### src/design/can_mbx_defs.svh
`ifndef CAN_MBX_DEFS_SVH
`define CAN_MBX_DEFS_SVH
// Mailbox window: mailbox m at byte 0x000 + m*0x40
`define MBX_STRIDE 12'h040
`define MBX_LEN_OFS 6'h00
`define MBX_DATA_OFS 6'h04
`define MBX_TSL_OFS 6'h24
`define MBX_TSH_OFS 6'h28
`define MBX_STAT_OFS 6'h2c
// Filter block
`define FLT_CFG0_ADDR 12'h200
`define FLT_MODE_LO_ADDR 12'h210
`define FLT_MODE_HI_ADDR 12'h214
`define FLT_CTRL_ADDR 12'h218
`define FLT_BANK_BASE 12'h400
// Field positions in the length register
`define LEN_SEND_GT_BIT 7
`define LEN_CODE_MSB 3
`define LEN_KEEP_MASK 8'h8f
// Reset values
`define CFG_RESET 8'h00
`define MODE_RESET 8'h00
// AXI responses
`define RESP_OKAY 2'b00
`define RESP_SLVERR 2'b10
`endif

### src/design/can_mbx_pkg.sv
package can_mbx_pkg;
  // Time stamp capture request from the bit engine
  typedef struct packed {
    logic valid;
    logic [1:0] mbx;
    logic [15:0] timer;
  } stamp_cap_t;
  // Per-filter configuration seen by the matching datapath
  typedef struct packed {
    logic fifo_select_bit;
    logic [1:0] scale_field;
    logic filter_on_bit;
    logic high_half_mode;
    logic low_half_mode;
  } filter_cfg_t;
  // Transmit request toward the protocol engine
  typedef struct packed {
    logic [3:0] length_code;
    logic send_global_time;
    logic [15:0] stamp;
  } tx_info_t;
endpackage : can_mbx_pkg

### src/design/can_mailbox_filter_config.sv
`timescale 1ns/100ps
`include "can_mbx_defs.svh"
// Functional notes
// - Length register writes dropped while its mailbox is not empty.
// - Data byte writes dropped while the owning mailbox is not empty.
// - Send-global-time acts only in time-triggered mode; stamp ends data.
// - Length register bits 6:4 always read zero.
// - Low nibble length code gives data or requested byte count.
// - Eight data byte registers per mailbox; zero to eight bytes.
// - Start-of-frame timer low byte goes to stamp low register.
// - Start-of-frame timer high byte goes to stamp high register.
// - Accepted message goes to fifo chosen by filter fifo select bit.
// - Scale field sits at bits 6:5 odd filter, 2:1 even filter.
// - Filter on bit at 4 odd, 0 even, enables the filter.
// - Four config registers cover pairs; odd filter in upper nibble.
// - Two mode bits per filter; zero mask, one identifier list.
// - Upper mode register holds filters 7..4, high bit above low.
// - Config and mode bits change only by software; reset zero.
// - Lower mode register holds filters 3..0 in the same layout.
// - Identifier bank bit: zero dominant, one recessive expected.
// - Mask bank bit: zero ignore, one must match identifier.
// - Transmit mailbox writable only when empty; receive never writable.
module can_mailbox_filter_config #(
  parameter int NUM_MBX = 4,
  parameter int NUM_RX = 1,
  parameter int NUM_FLT = 8
) (
  // Clock and reset
  input wire logic aclk,
  input wire logic aresetn,
  // AXI4-Lite write address and data
  input wire logic [11:0] s_axi_awaddr,
  input wire logic s_axi_awvalid,
  output logic s_axi_awready,
  input wire logic [31:0] s_axi_wdata,
  input wire logic [3:0] s_axi_wstrb,
  input wire logic s_axi_wvalid,
  output logic s_axi_wready,
  // AXI4-Lite write response
  output logic [1:0] s_axi_bresp,
  output logic s_axi_bvalid,
  input wire logic s_axi_bready,
  // AXI4-Lite read
  input wire logic [11:0] s_axi_araddr,
  input wire logic s_axi_arvalid,
  output logic s_axi_arready,
  output logic [31:0] s_axi_rdata,
  output logic [1:0] s_axi_rresp,
  output logic s_axi_rvalid,
  input wire logic s_axi_rready,
  // Controller state
  input wire logic [3:0] mbx_empty,
  input wire logic init_mode,
  input wire logic time_triggered_mode,
  // Frame events from the bit engine
  input wire can_mbx_pkg::stamp_cap_t stamp_cap,
  input wire logic [1:0] tx_sel,
  // Outputs toward the protocol engine and filter datapath
  output can_mbx_pkg::tx_info_t tx_info,
  output can_mbx_pkg::filter_cfg_t [7:0] filter_cfg,
  output logic [63:0] tx_data
);
  import can_mbx_pkg::*;

  initial begin
    if (NUM_MBX != 4 || NUM_FLT != 8 || NUM_RX < 0 || NUM_RX > NUM_MBX)
      $error("can_mailbox_filter_config: unsupported parameters");
  end

  // Storage
  logic [7:0] len_q [NUM_MBX];
  logic [7:0] data_q [NUM_MBX][8];
  logic [7:0] tsl_q [NUM_MBX];
  logic [7:0] tsh_q [NUM_MBX];
  logic [7:0] cfg_q [4];
  logic [7:0] mode_lo_q;
  logic [7:0] mode_hi_q;
  logic [7:0] bank_q [NUM_FLT][8];
  logic [7:0] fault_cnt_q;

  // Write channel state
  logic aw_have_q, w_have_q;
  logic [11:0] awaddr_q;
  logic [31:0] wdata_q;
  logic [3:0] wstrb_q;
  logic do_write;
  logic [1:0] wm;
  logic [5:0] wo;
  logic mbx_wr_ok;
  logic bank_wr_ok;
  logic [2:0] bf;
  logic [2:0] br;

  assign do_write = aw_have_q && w_have_q && !s_axi_bvalid;
  assign wm = awaddr_q[7:6];
  assign wo = awaddr_q[5:0];
  assign bf = awaddr_q[7:5];
  assign br = awaddr_q[4:2];
  // Receive mailboxes never writable; transmit only when empty
  assign mbx_wr_ok = (int'(wm) >= NUM_RX) && mbx_empty[wm];
  // Bank writable only with its filter switched off
  assign bank_wr_ok = !(bf[0] ? cfg_q[bf[2:1]][4] : cfg_q[bf[2:1]][0]);

  // Address and data capture, either order
  always_ff @(posedge aclk) begin
    if (!aresetn) begin
      aw_have_q <= 1'b0;
      w_have_q <= 1'b0;
      awaddr_q <= 12'h000;
      wdata_q <= 32'h0000_0000;
      wstrb_q <= 4'h0;
    end else begin
      if (s_axi_awvalid && s_axi_awready) begin
        aw_have_q <= 1'b1;
        awaddr_q <= s_axi_awaddr;
      end else if (do_write) begin
        aw_have_q <= 1'b0;
      end
      if (s_axi_wvalid && s_axi_wready) begin
        w_have_q <= 1'b1;
        wdata_q <= s_axi_wdata;
        wstrb_q <= s_axi_wstrb;
      end else if (do_write) begin
        w_have_q <= 1'b0;
      end
    end
  end

  // Ready flags and write response
  always_ff @(posedge aclk) begin
    if (!aresetn) begin
      s_axi_awready <= 1'b0;
      s_axi_wready <= 1'b0;
      s_axi_bvalid <= 1'b0;
      s_axi_bresp <= `RESP_OKAY;
    end else begin
      s_axi_awready <= !aw_have_q && !(s_axi_awvalid && s_axi_awready)
                       && !s_axi_bvalid;
      s_axi_wready <= !w_have_q && !(s_axi_wvalid && s_axi_wready)
                      && !s_axi_bvalid;
      if (do_write) begin
        s_axi_bvalid <= 1'b1;
        // Protected writes still answer OKAY
        s_axi_bresp <= wr_mapped(awaddr_q) ? `RESP_OKAY
                                           : `RESP_SLVERR;
      end else if (s_axi_bready) begin
        s_axi_bvalid <= 1'b0;
      end
    end
  end

  function automatic logic wr_mapped(input logic [11:0] a);
    logic ok;
    ok = 1'b0;
    if (a[11:8] == 4'h0) begin
      ok = (a[5:0] <= `MBX_TSH_OFS) && (a[1:0] == 2'b00);
    end else if (a[11:10] == 2'b01) begin
      ok = (a[9:8] == 2'b00) && (a[1:0] == 2'b00);
    end else if (a[11:5] == `FLT_CFG0_ADDR >> 5) begin
      ok = (a[4:0] <= 5'h18) && (a[1:0] == 2'b00) && (a[4:2] != 3'h4 ||
           a[4:0] == 5'h10);
    end
    return ok;
  endfunction : wr_mapped

  // Mailbox registers: software writes and frame stamps
  always_ff @(posedge aclk) begin
    if (!aresetn) begin
      for (int m = 0; m < NUM_MBX; m++) begin
        len_q[m] <= 8'h00;
        tsl_q[m] <= 8'h00;
        tsh_q[m] <= 8'h00;
        for (int b = 0; b < 8; b++) data_q[m][b] <= 8'h00;
      end
    end else begin
      if (do_write && awaddr_q[11:8] == 4'h0 && mbx_wr_ok && wstrb_q[0])
        begin
        if (wo == `MBX_LEN_OFS)
          len_q[wm] <= wdata_q[7:0] & `LEN_KEEP_MASK;
        else if (wo >= `MBX_DATA_OFS && wo < `MBX_TSL_OFS)
          data_q[wm][3'(wo[4:2] - 3'd1)] <= wdata_q[7:0];
        else if (wo == `MBX_TSL_OFS)
          tsl_q[wm] <= wdata_q[7:0];
        else if (wo == `MBX_TSH_OFS)
          tsh_q[wm] <= wdata_q[7:0];
      end
      // One capture per frame into the mailbox holding it
      if (stamp_cap.valid) begin
        tsl_q[stamp_cap.mbx] <= stamp_cap.timer[7:0];
        tsh_q[stamp_cap.mbx] <= stamp_cap.timer[15:8];
      end
    end
  end

  // Filter configuration, mode and bank registers
  always_ff @(posedge aclk) begin
    if (!aresetn) begin
      for (int i = 0; i < 4; i++) cfg_q[i] <= `CFG_RESET;
      mode_lo_q <= `MODE_RESET;
      mode_hi_q <= `MODE_RESET;
      fault_cnt_q <= 8'h00;
      for (int f = 0; f < NUM_FLT; f++)
        for (int r = 0; r < 8; r++) bank_q[f][r] <= 8'h00;
    end else if (do_write && wstrb_q[0]) begin
      if (awaddr_q[11:4] == `FLT_CFG0_ADDR >> 4) begin
        // Fifo select and scale frozen outside init mode
        if (init_mode)
          cfg_q[awaddr_q[3:2]] <= wdata_q[7:0];
        else begin
          cfg_q[awaddr_q[3:2]] <= (cfg_q[awaddr_q[3:2]] & 8'hee)
                                  | (wdata_q[7:0] & 8'h11);
          if ((wdata_q[7:0] & 8'hee) != (cfg_q[awaddr_q[3:2]] & 8'hee))
            fault_cnt_q <= fault_cnt_q + 8'h01;
        end
      end else if (awaddr_q == `FLT_MODE_LO_ADDR)
        mode_lo_q <= wdata_q[7:0];
      else if (awaddr_q == `FLT_MODE_HI_ADDR)
        mode_hi_q <= wdata_q[7:0];
      else if (awaddr_q == `FLT_CTRL_ADDR)
        fault_cnt_q <= 8'h00;
      else if (awaddr_q[11:8] == `FLT_BANK_BASE >> 8) begin
        if (bank_wr_ok)
          bank_q[bf][br] <= wdata_q[7:0];
      end
    end
  end

  // Read channel
  logic [7:0] rd_byte;
  logic rd_ok;
  logic [1:0] rm;
  logic [5:0] ro;
  assign rm = s_axi_araddr[7:6];
  assign ro = s_axi_araddr[5:0];

  always_comb begin
    rd_byte = 8'h00;
    rd_ok = 1'b1;
    if (s_axi_araddr[1:0] != 2'b00) rd_ok = 1'b0;
    else if (s_axi_araddr[11:8] == 4'h0) begin
      if (ro == `MBX_LEN_OFS) rd_byte = len_q[rm] & `LEN_KEEP_MASK;
      else if (ro >= `MBX_DATA_OFS && ro < `MBX_TSL_OFS)
        rd_byte = data_q[rm][3'(ro[4:2] - 3'd1)];
      else if (ro == `MBX_TSL_OFS) rd_byte = tsl_q[rm];
      else if (ro == `MBX_TSH_OFS) rd_byte = tsh_q[rm];
      else if (ro == `MBX_STAT_OFS) rd_byte = {7'h00, mbx_empty[rm]};
      else rd_ok = 1'b0;
    end else if (s_axi_araddr[11:4] == `FLT_CFG0_ADDR >> 4)
      rd_byte = cfg_q[s_axi_araddr[3:2]];
    else if (s_axi_araddr == `FLT_MODE_LO_ADDR) rd_byte = mode_lo_q;
    else if (s_axi_araddr == `FLT_MODE_HI_ADDR) rd_byte = mode_hi_q;
    else if (s_axi_araddr == `FLT_CTRL_ADDR) rd_byte = fault_cnt_q;
    else if (s_axi_araddr[11:8] == `FLT_BANK_BASE >> 8)
      rd_byte = bank_q[s_axi_araddr[7:5]][s_axi_araddr[4:2]];
    else rd_ok = 1'b0;
  end

  // Read answer one cycle after the address is taken
  always_ff @(posedge aclk) begin
    if (!aresetn) begin
      s_axi_arready <= 1'b0;
      s_axi_rvalid <= 1'b0;
      s_axi_rdata <= 32'h0000_0000;
      s_axi_rresp <= `RESP_OKAY;
    end else begin
      s_axi_arready <= !s_axi_rvalid && !(s_axi_arvalid && s_axi_arready);
      if (s_axi_arvalid && s_axi_arready) begin
        s_axi_rvalid <= 1'b1;
        s_axi_rdata <= {24'h000000, rd_byte};
        s_axi_rresp <= rd_ok ? `RESP_OKAY : `RESP_SLVERR;
      end else if (s_axi_rready) begin
        s_axi_rvalid <= 1'b0;
      end
    end
  end

  // Transmit view of the selected mailbox
  always_ff @(posedge aclk) begin
    if (!aresetn) begin
      tx_info <= '0;
      tx_data <= 64'h0;
    end else begin
      tx_info.length_code <= len_q[tx_sel][`LEN_CODE_MSB:0];
      tx_info.send_global_time <= len_q[tx_sel][`LEN_SEND_GT_BIT]
                                  && time_triggered_mode;
      tx_info.stamp <= {tsh_q[tx_sel], tsl_q[tx_sel]};
      for (int b = 0; b < 8; b++) tx_data[b*8 +: 8] <= data_q[tx_sel][b];
    end
  end

  // Per-filter configuration fan-out
  always_ff @(posedge aclk) begin
    if (!aresetn) begin
      filter_cfg <= '0;
    end else begin
      for (int f = 0; f < 8; f++) begin
        filter_cfg[f].fifo_select_bit <= cfg_q[f/2][(f%2)*4+3];
        filter_cfg[f].scale_field <= cfg_q[f/2][(f%2)*4+1 +: 2];
        filter_cfg[f].filter_on_bit <= cfg_q[f/2][(f%2)*4];
        filter_cfg[f].high_half_mode <= (f < 4) ? mode_lo_q[(f%4)*2+1]
                                        : mode_hi_q[(f%4)*2+1];
        filter_cfg[f].low_half_mode <= (f < 4) ? mode_lo_q[(f%4)*2]
                                       : mode_hi_q[(f%4)*2];
      end
    end
  end
endmodule : can_mailbox_filter_config

### config.mk
export PLATFORM = sky130hd
export DESIGN_NAME = can_mailbox_filter_config
export DESIGN_NICKNAME = d
export VERILOG_FILES = /design/src/design/can_mbx_pkg.sv /design/src/design/can_mailbox_filter_config.sv
export VERILOG_INCLUDE_DIRS = /design/src /design/src/design
export SDC_FILE = /design/constraint.sdc
export NUM_CORES = 2
export LEC_CHECK = 0
export ABC_AREA = 1
export BUFFER_PORTS_ARGS = -buffer_cell sky130_fd_sc_hd__buf_2
export CAP_MARGIN = 20
export CORE_MARGIN = 8
export CORE_UTILIZATION = 58
export CTS_BUF_LIST = sky130_fd_sc_hd__clkbuf_8
export DETAILED_ROUTE_END_ITERATION = 8
export PLACE_DENSITY_LB_ADDON = 0.2
export SLEW_MARGIN = 10
export SYNTH_ARGS = -nofsm -noshare
export SYNTH_HDL_FRONTEND = slang
export SYNTH_SLANG_ARGS = --single-unit
### constraint.sdc
create_clock -name aclk -period 3.6 [get_ports aclk]
set_clock_uncertainty 0.1 [all_clocks]
set_input_delay 0.36 -clock aclk [delete_from_list [all_inputs] [get_ports aclk]]
set_output_delay 0.36 -clock aclk [all_outputs]
set_load 0.02 [all_outputs]
==> results.cfg <==
[routing]
detail_route.wl_per_cell_um = 21.62
route.final.wire_length_um = 150800
antenna_violation_net_count_after_detailed_routing = 0
drt_iter0_markers = 5206
routed-via-count = 40950
drt-vias-per-instance = 5.870
route.detailed.drc = 0
drtPass1Iterations = 6

[placed_design]
placement_setup_slack_ns = 0.1207
place_area_um2 = 52540
hpwl_um = 93130
weighted_congestion_reported_at_the_end_of_routability_driven_placement = 0.9535
dpl.cell_count = 6586
number_of_i_o_port_buffers = 214

[pwr]
vdd.ir_drop.worst_mv = 0.3908
p_leak_nw = 23.13
power-per-cell-area_nw_per_um2 = 492.4

[grt]
use_met3 = 0.05600
met1_usage = 0.4001
number_of_antenna_violations_at_the_first_check_in_global_routing = 6
global_route_wire_length_before_repair_um = 225100
pin_count_of_the_biggest_net_entering_global_routing = 172
gr-max-usage-layer = met2
first_global_vias = 39030
met2_grt_util = 0.4911
grt_overflow = 0
gr-usage-all-layers = 0.3051

[timing]
setup_viol_count_final = 0
slew_viol_final = 0
whs_ns = 0.07854
fin_tns_setup_ns = 0
fmax_mhz = 293.6
finalWorstPathRequiredPeriod_ns = 3.407
finalWorstSetupSlack_ns = 0.1935
grt_setup_unrepaired = false
timing.slew.headroom = 0.2471
timing.final.crit_share = 0.9463
worst-slew-pin-transition_ns = 1.125
hold_viol_final = 0

[critical_path]
path_class = register to register
crit-reg2reg-launch = awaddr_q[3]
critical_path.startpoint = awaddr_q[3]
timing.critical_path.fanout_max = 9
critPathArrivalTime_ns = 3.81
critical_path.startpoint_type = register
cp_data_required_time_ns = 4.01
endpoint_class_of_the_critical_path = register
reg2reg_slack_ns = 0.19

[synthesis]
ys_warn_count = 0
distinct_cells_synth = 43
synth.largest_area_cell = edfxtp_1
ys_seq_area_frac = 0.6094
post-synth-top-area-fraction = 0.5299
ys_ff_latch = 1083
post_synth_main_area_contributors = edfxtp_1 (53%), dfxtp_1 (8.0%), nor2_1 (7.7%)
post_synth_inst_count = 5434
netlist_area_um2 = 50100
synth.avg_cell_area_um2 = 9.219

[finish]
leading_cell_type_in_the_layout_fill_and_taps_excluded = nor2_1
fillers = 6996
area_growth_syn_to_layout_pct = 13.23
post_route_cells_drive_above_1_share = 0.1253
layout.cells.non_filler = 6976
most-common-layout-cells = nor2_1 (1020), nand2_1 (998), edfxtp_1 (884)
layout.cell_area.non_filler_um2 = 56720
final_nets = 5785

[clocking]
clkLatencyLatePin_ns = 0.87
clockBufferDepth = 3
clock_tree_from_tritoncts = yes
cts.clk_slew.worst_paths_ns = 0.06
clock_tree.root_cell = clkbuf_8
cts.sinks = 1083
cts_setup_buffers = 0
cts_htree_levels = 4
tritoncts.num_buffers = 176

[flow_run]
max-cap-violations = 0

[status]
status = finished clean

[die]
die_x_um = 309.9
rows = 107
floorplan.die.height_um = 309.9
dieArea_um2 = 96030
placeable_core_area_um2 = 85410
io_pins = 268
floorplan.initialDensity = 0.5865

[worst_hold_path]
min_path_type = primary input to register
hold_path_startpoint = s_axi_araddr[11]
## metrics by stage
stage / power, mW / util
after floorplan: 16.17 / -
after CTS: 27.90 / 0.6637
after detailed placement: 17.26 / 0.6151
final: 27.93 / 0.6641
after global placement: 17.21 / 0.6151
after global routing: 28.74 / 0.6640
## sequential cells by signal, summed over array words and instances (netlist names), 12 cells and up, named ones only
name,cells
data_q,256
cfg_q,32
tx_info,21
tx_data,64
len_q,20
tsl_q,32
tsh_q,32
awaddr_q,12
bank_q,512
filter_cfg,48
## report_power, final
part           total, mW  internal, mW  switching, mW  leakage, nW
Sequential          14.3          14.0          0.226         10.7
Combinational       2.87         0.712           2.16         10.5
Clock               10.8          5.73           5.07         2.00
Total               27.9          20.5           7.46         23.1
## Yosys cell counts, drive strengths merged
cell and instances:
dfxtp 199, nor2 1071, inv 264, buf 85, o2111ai 1, a2111oi 1
xor2 4, nand2 1071, a21oi 334, o21ai 374, o41ai 1, clkbuf 319
ha 10, a32oi 1, nand4 17, o211ai 45, or2 2, nand3 629
clkinv 5, and2 1, nor4 11, xnor2 3, edfxtp 884, o31ai 1
a221oi 10, a31oi 11, nor3 21, conb 1, a221o 1, o22ai 57
## area by class of cell
class / count / area, um2 / share of cell area
inverter: 269 / 1047 / 0.01846
sequential: 1083 / 30530 / 0.5382
timing repair buffer: 379 / 2840 / 0.05007
tap: 1144 / 1431 / 0.02523
clock buffer: 199 / 2739 / 0.04828
antenna: 5 / 12.51 / 0.0002206
multi-input combinational: 3772 / 17320 / 0.3054
clock inverter: 125 / 802.0 / 0.01414
## final timing paths
path | end | cells past startpoint
setup / recovery | data_q[2][1] | 9
hold / removal | s_axi_rresp[1] | 5
setup reg to reg | data_q[2][1] | 9
hold reg to reg | filter_cfg[0] | 2
## what timing repair did
item	CTS	global route
resized for setup	0	7
hold endpoints to repair	103	0
hold buffers	61	0
endpoints found under the setup margin	0	104
## critical path: stages, from the launching register on
cell and delay (ns):
dfxtp_1 0.41, clkinv_1 0.28, ha_1 0.34, a31oi_1 0.30
inv_1 0.11, nor4_2 0.38, nand2_2 0.28, nor2_1 0.29
nand2_1 0.23, nand2_1 0.33
## logic make-up (layout without fill, tap and decap cells)
logic type,count (synthesis),in the layout,share of synthesized area
AOI/OAI and AO/OA,837,837,0.08876
xor gates and xnor gates,7,7,0.001224
adders and majority gates,10,10,0.002498
buffers and inverters,673,972,0.05282
DFF,1083,1083,0.6094
other,1,100,0.00007485
and+or+nand+nor,2823,2823,0.2452
## metal layers
layer | part of all wire | vias to the layer above | wire, um
met5 | 0.000080 | - | 12
met4 | 0.050 | 2 | 7586
met3 | 0.11 | 461 | 16340
met2 | 0.47 | 2466 | 70130
met1 | 0.38 | 19180 | 56730
li1 | - | 18840 | -
(Power assumes the default switching activity.)
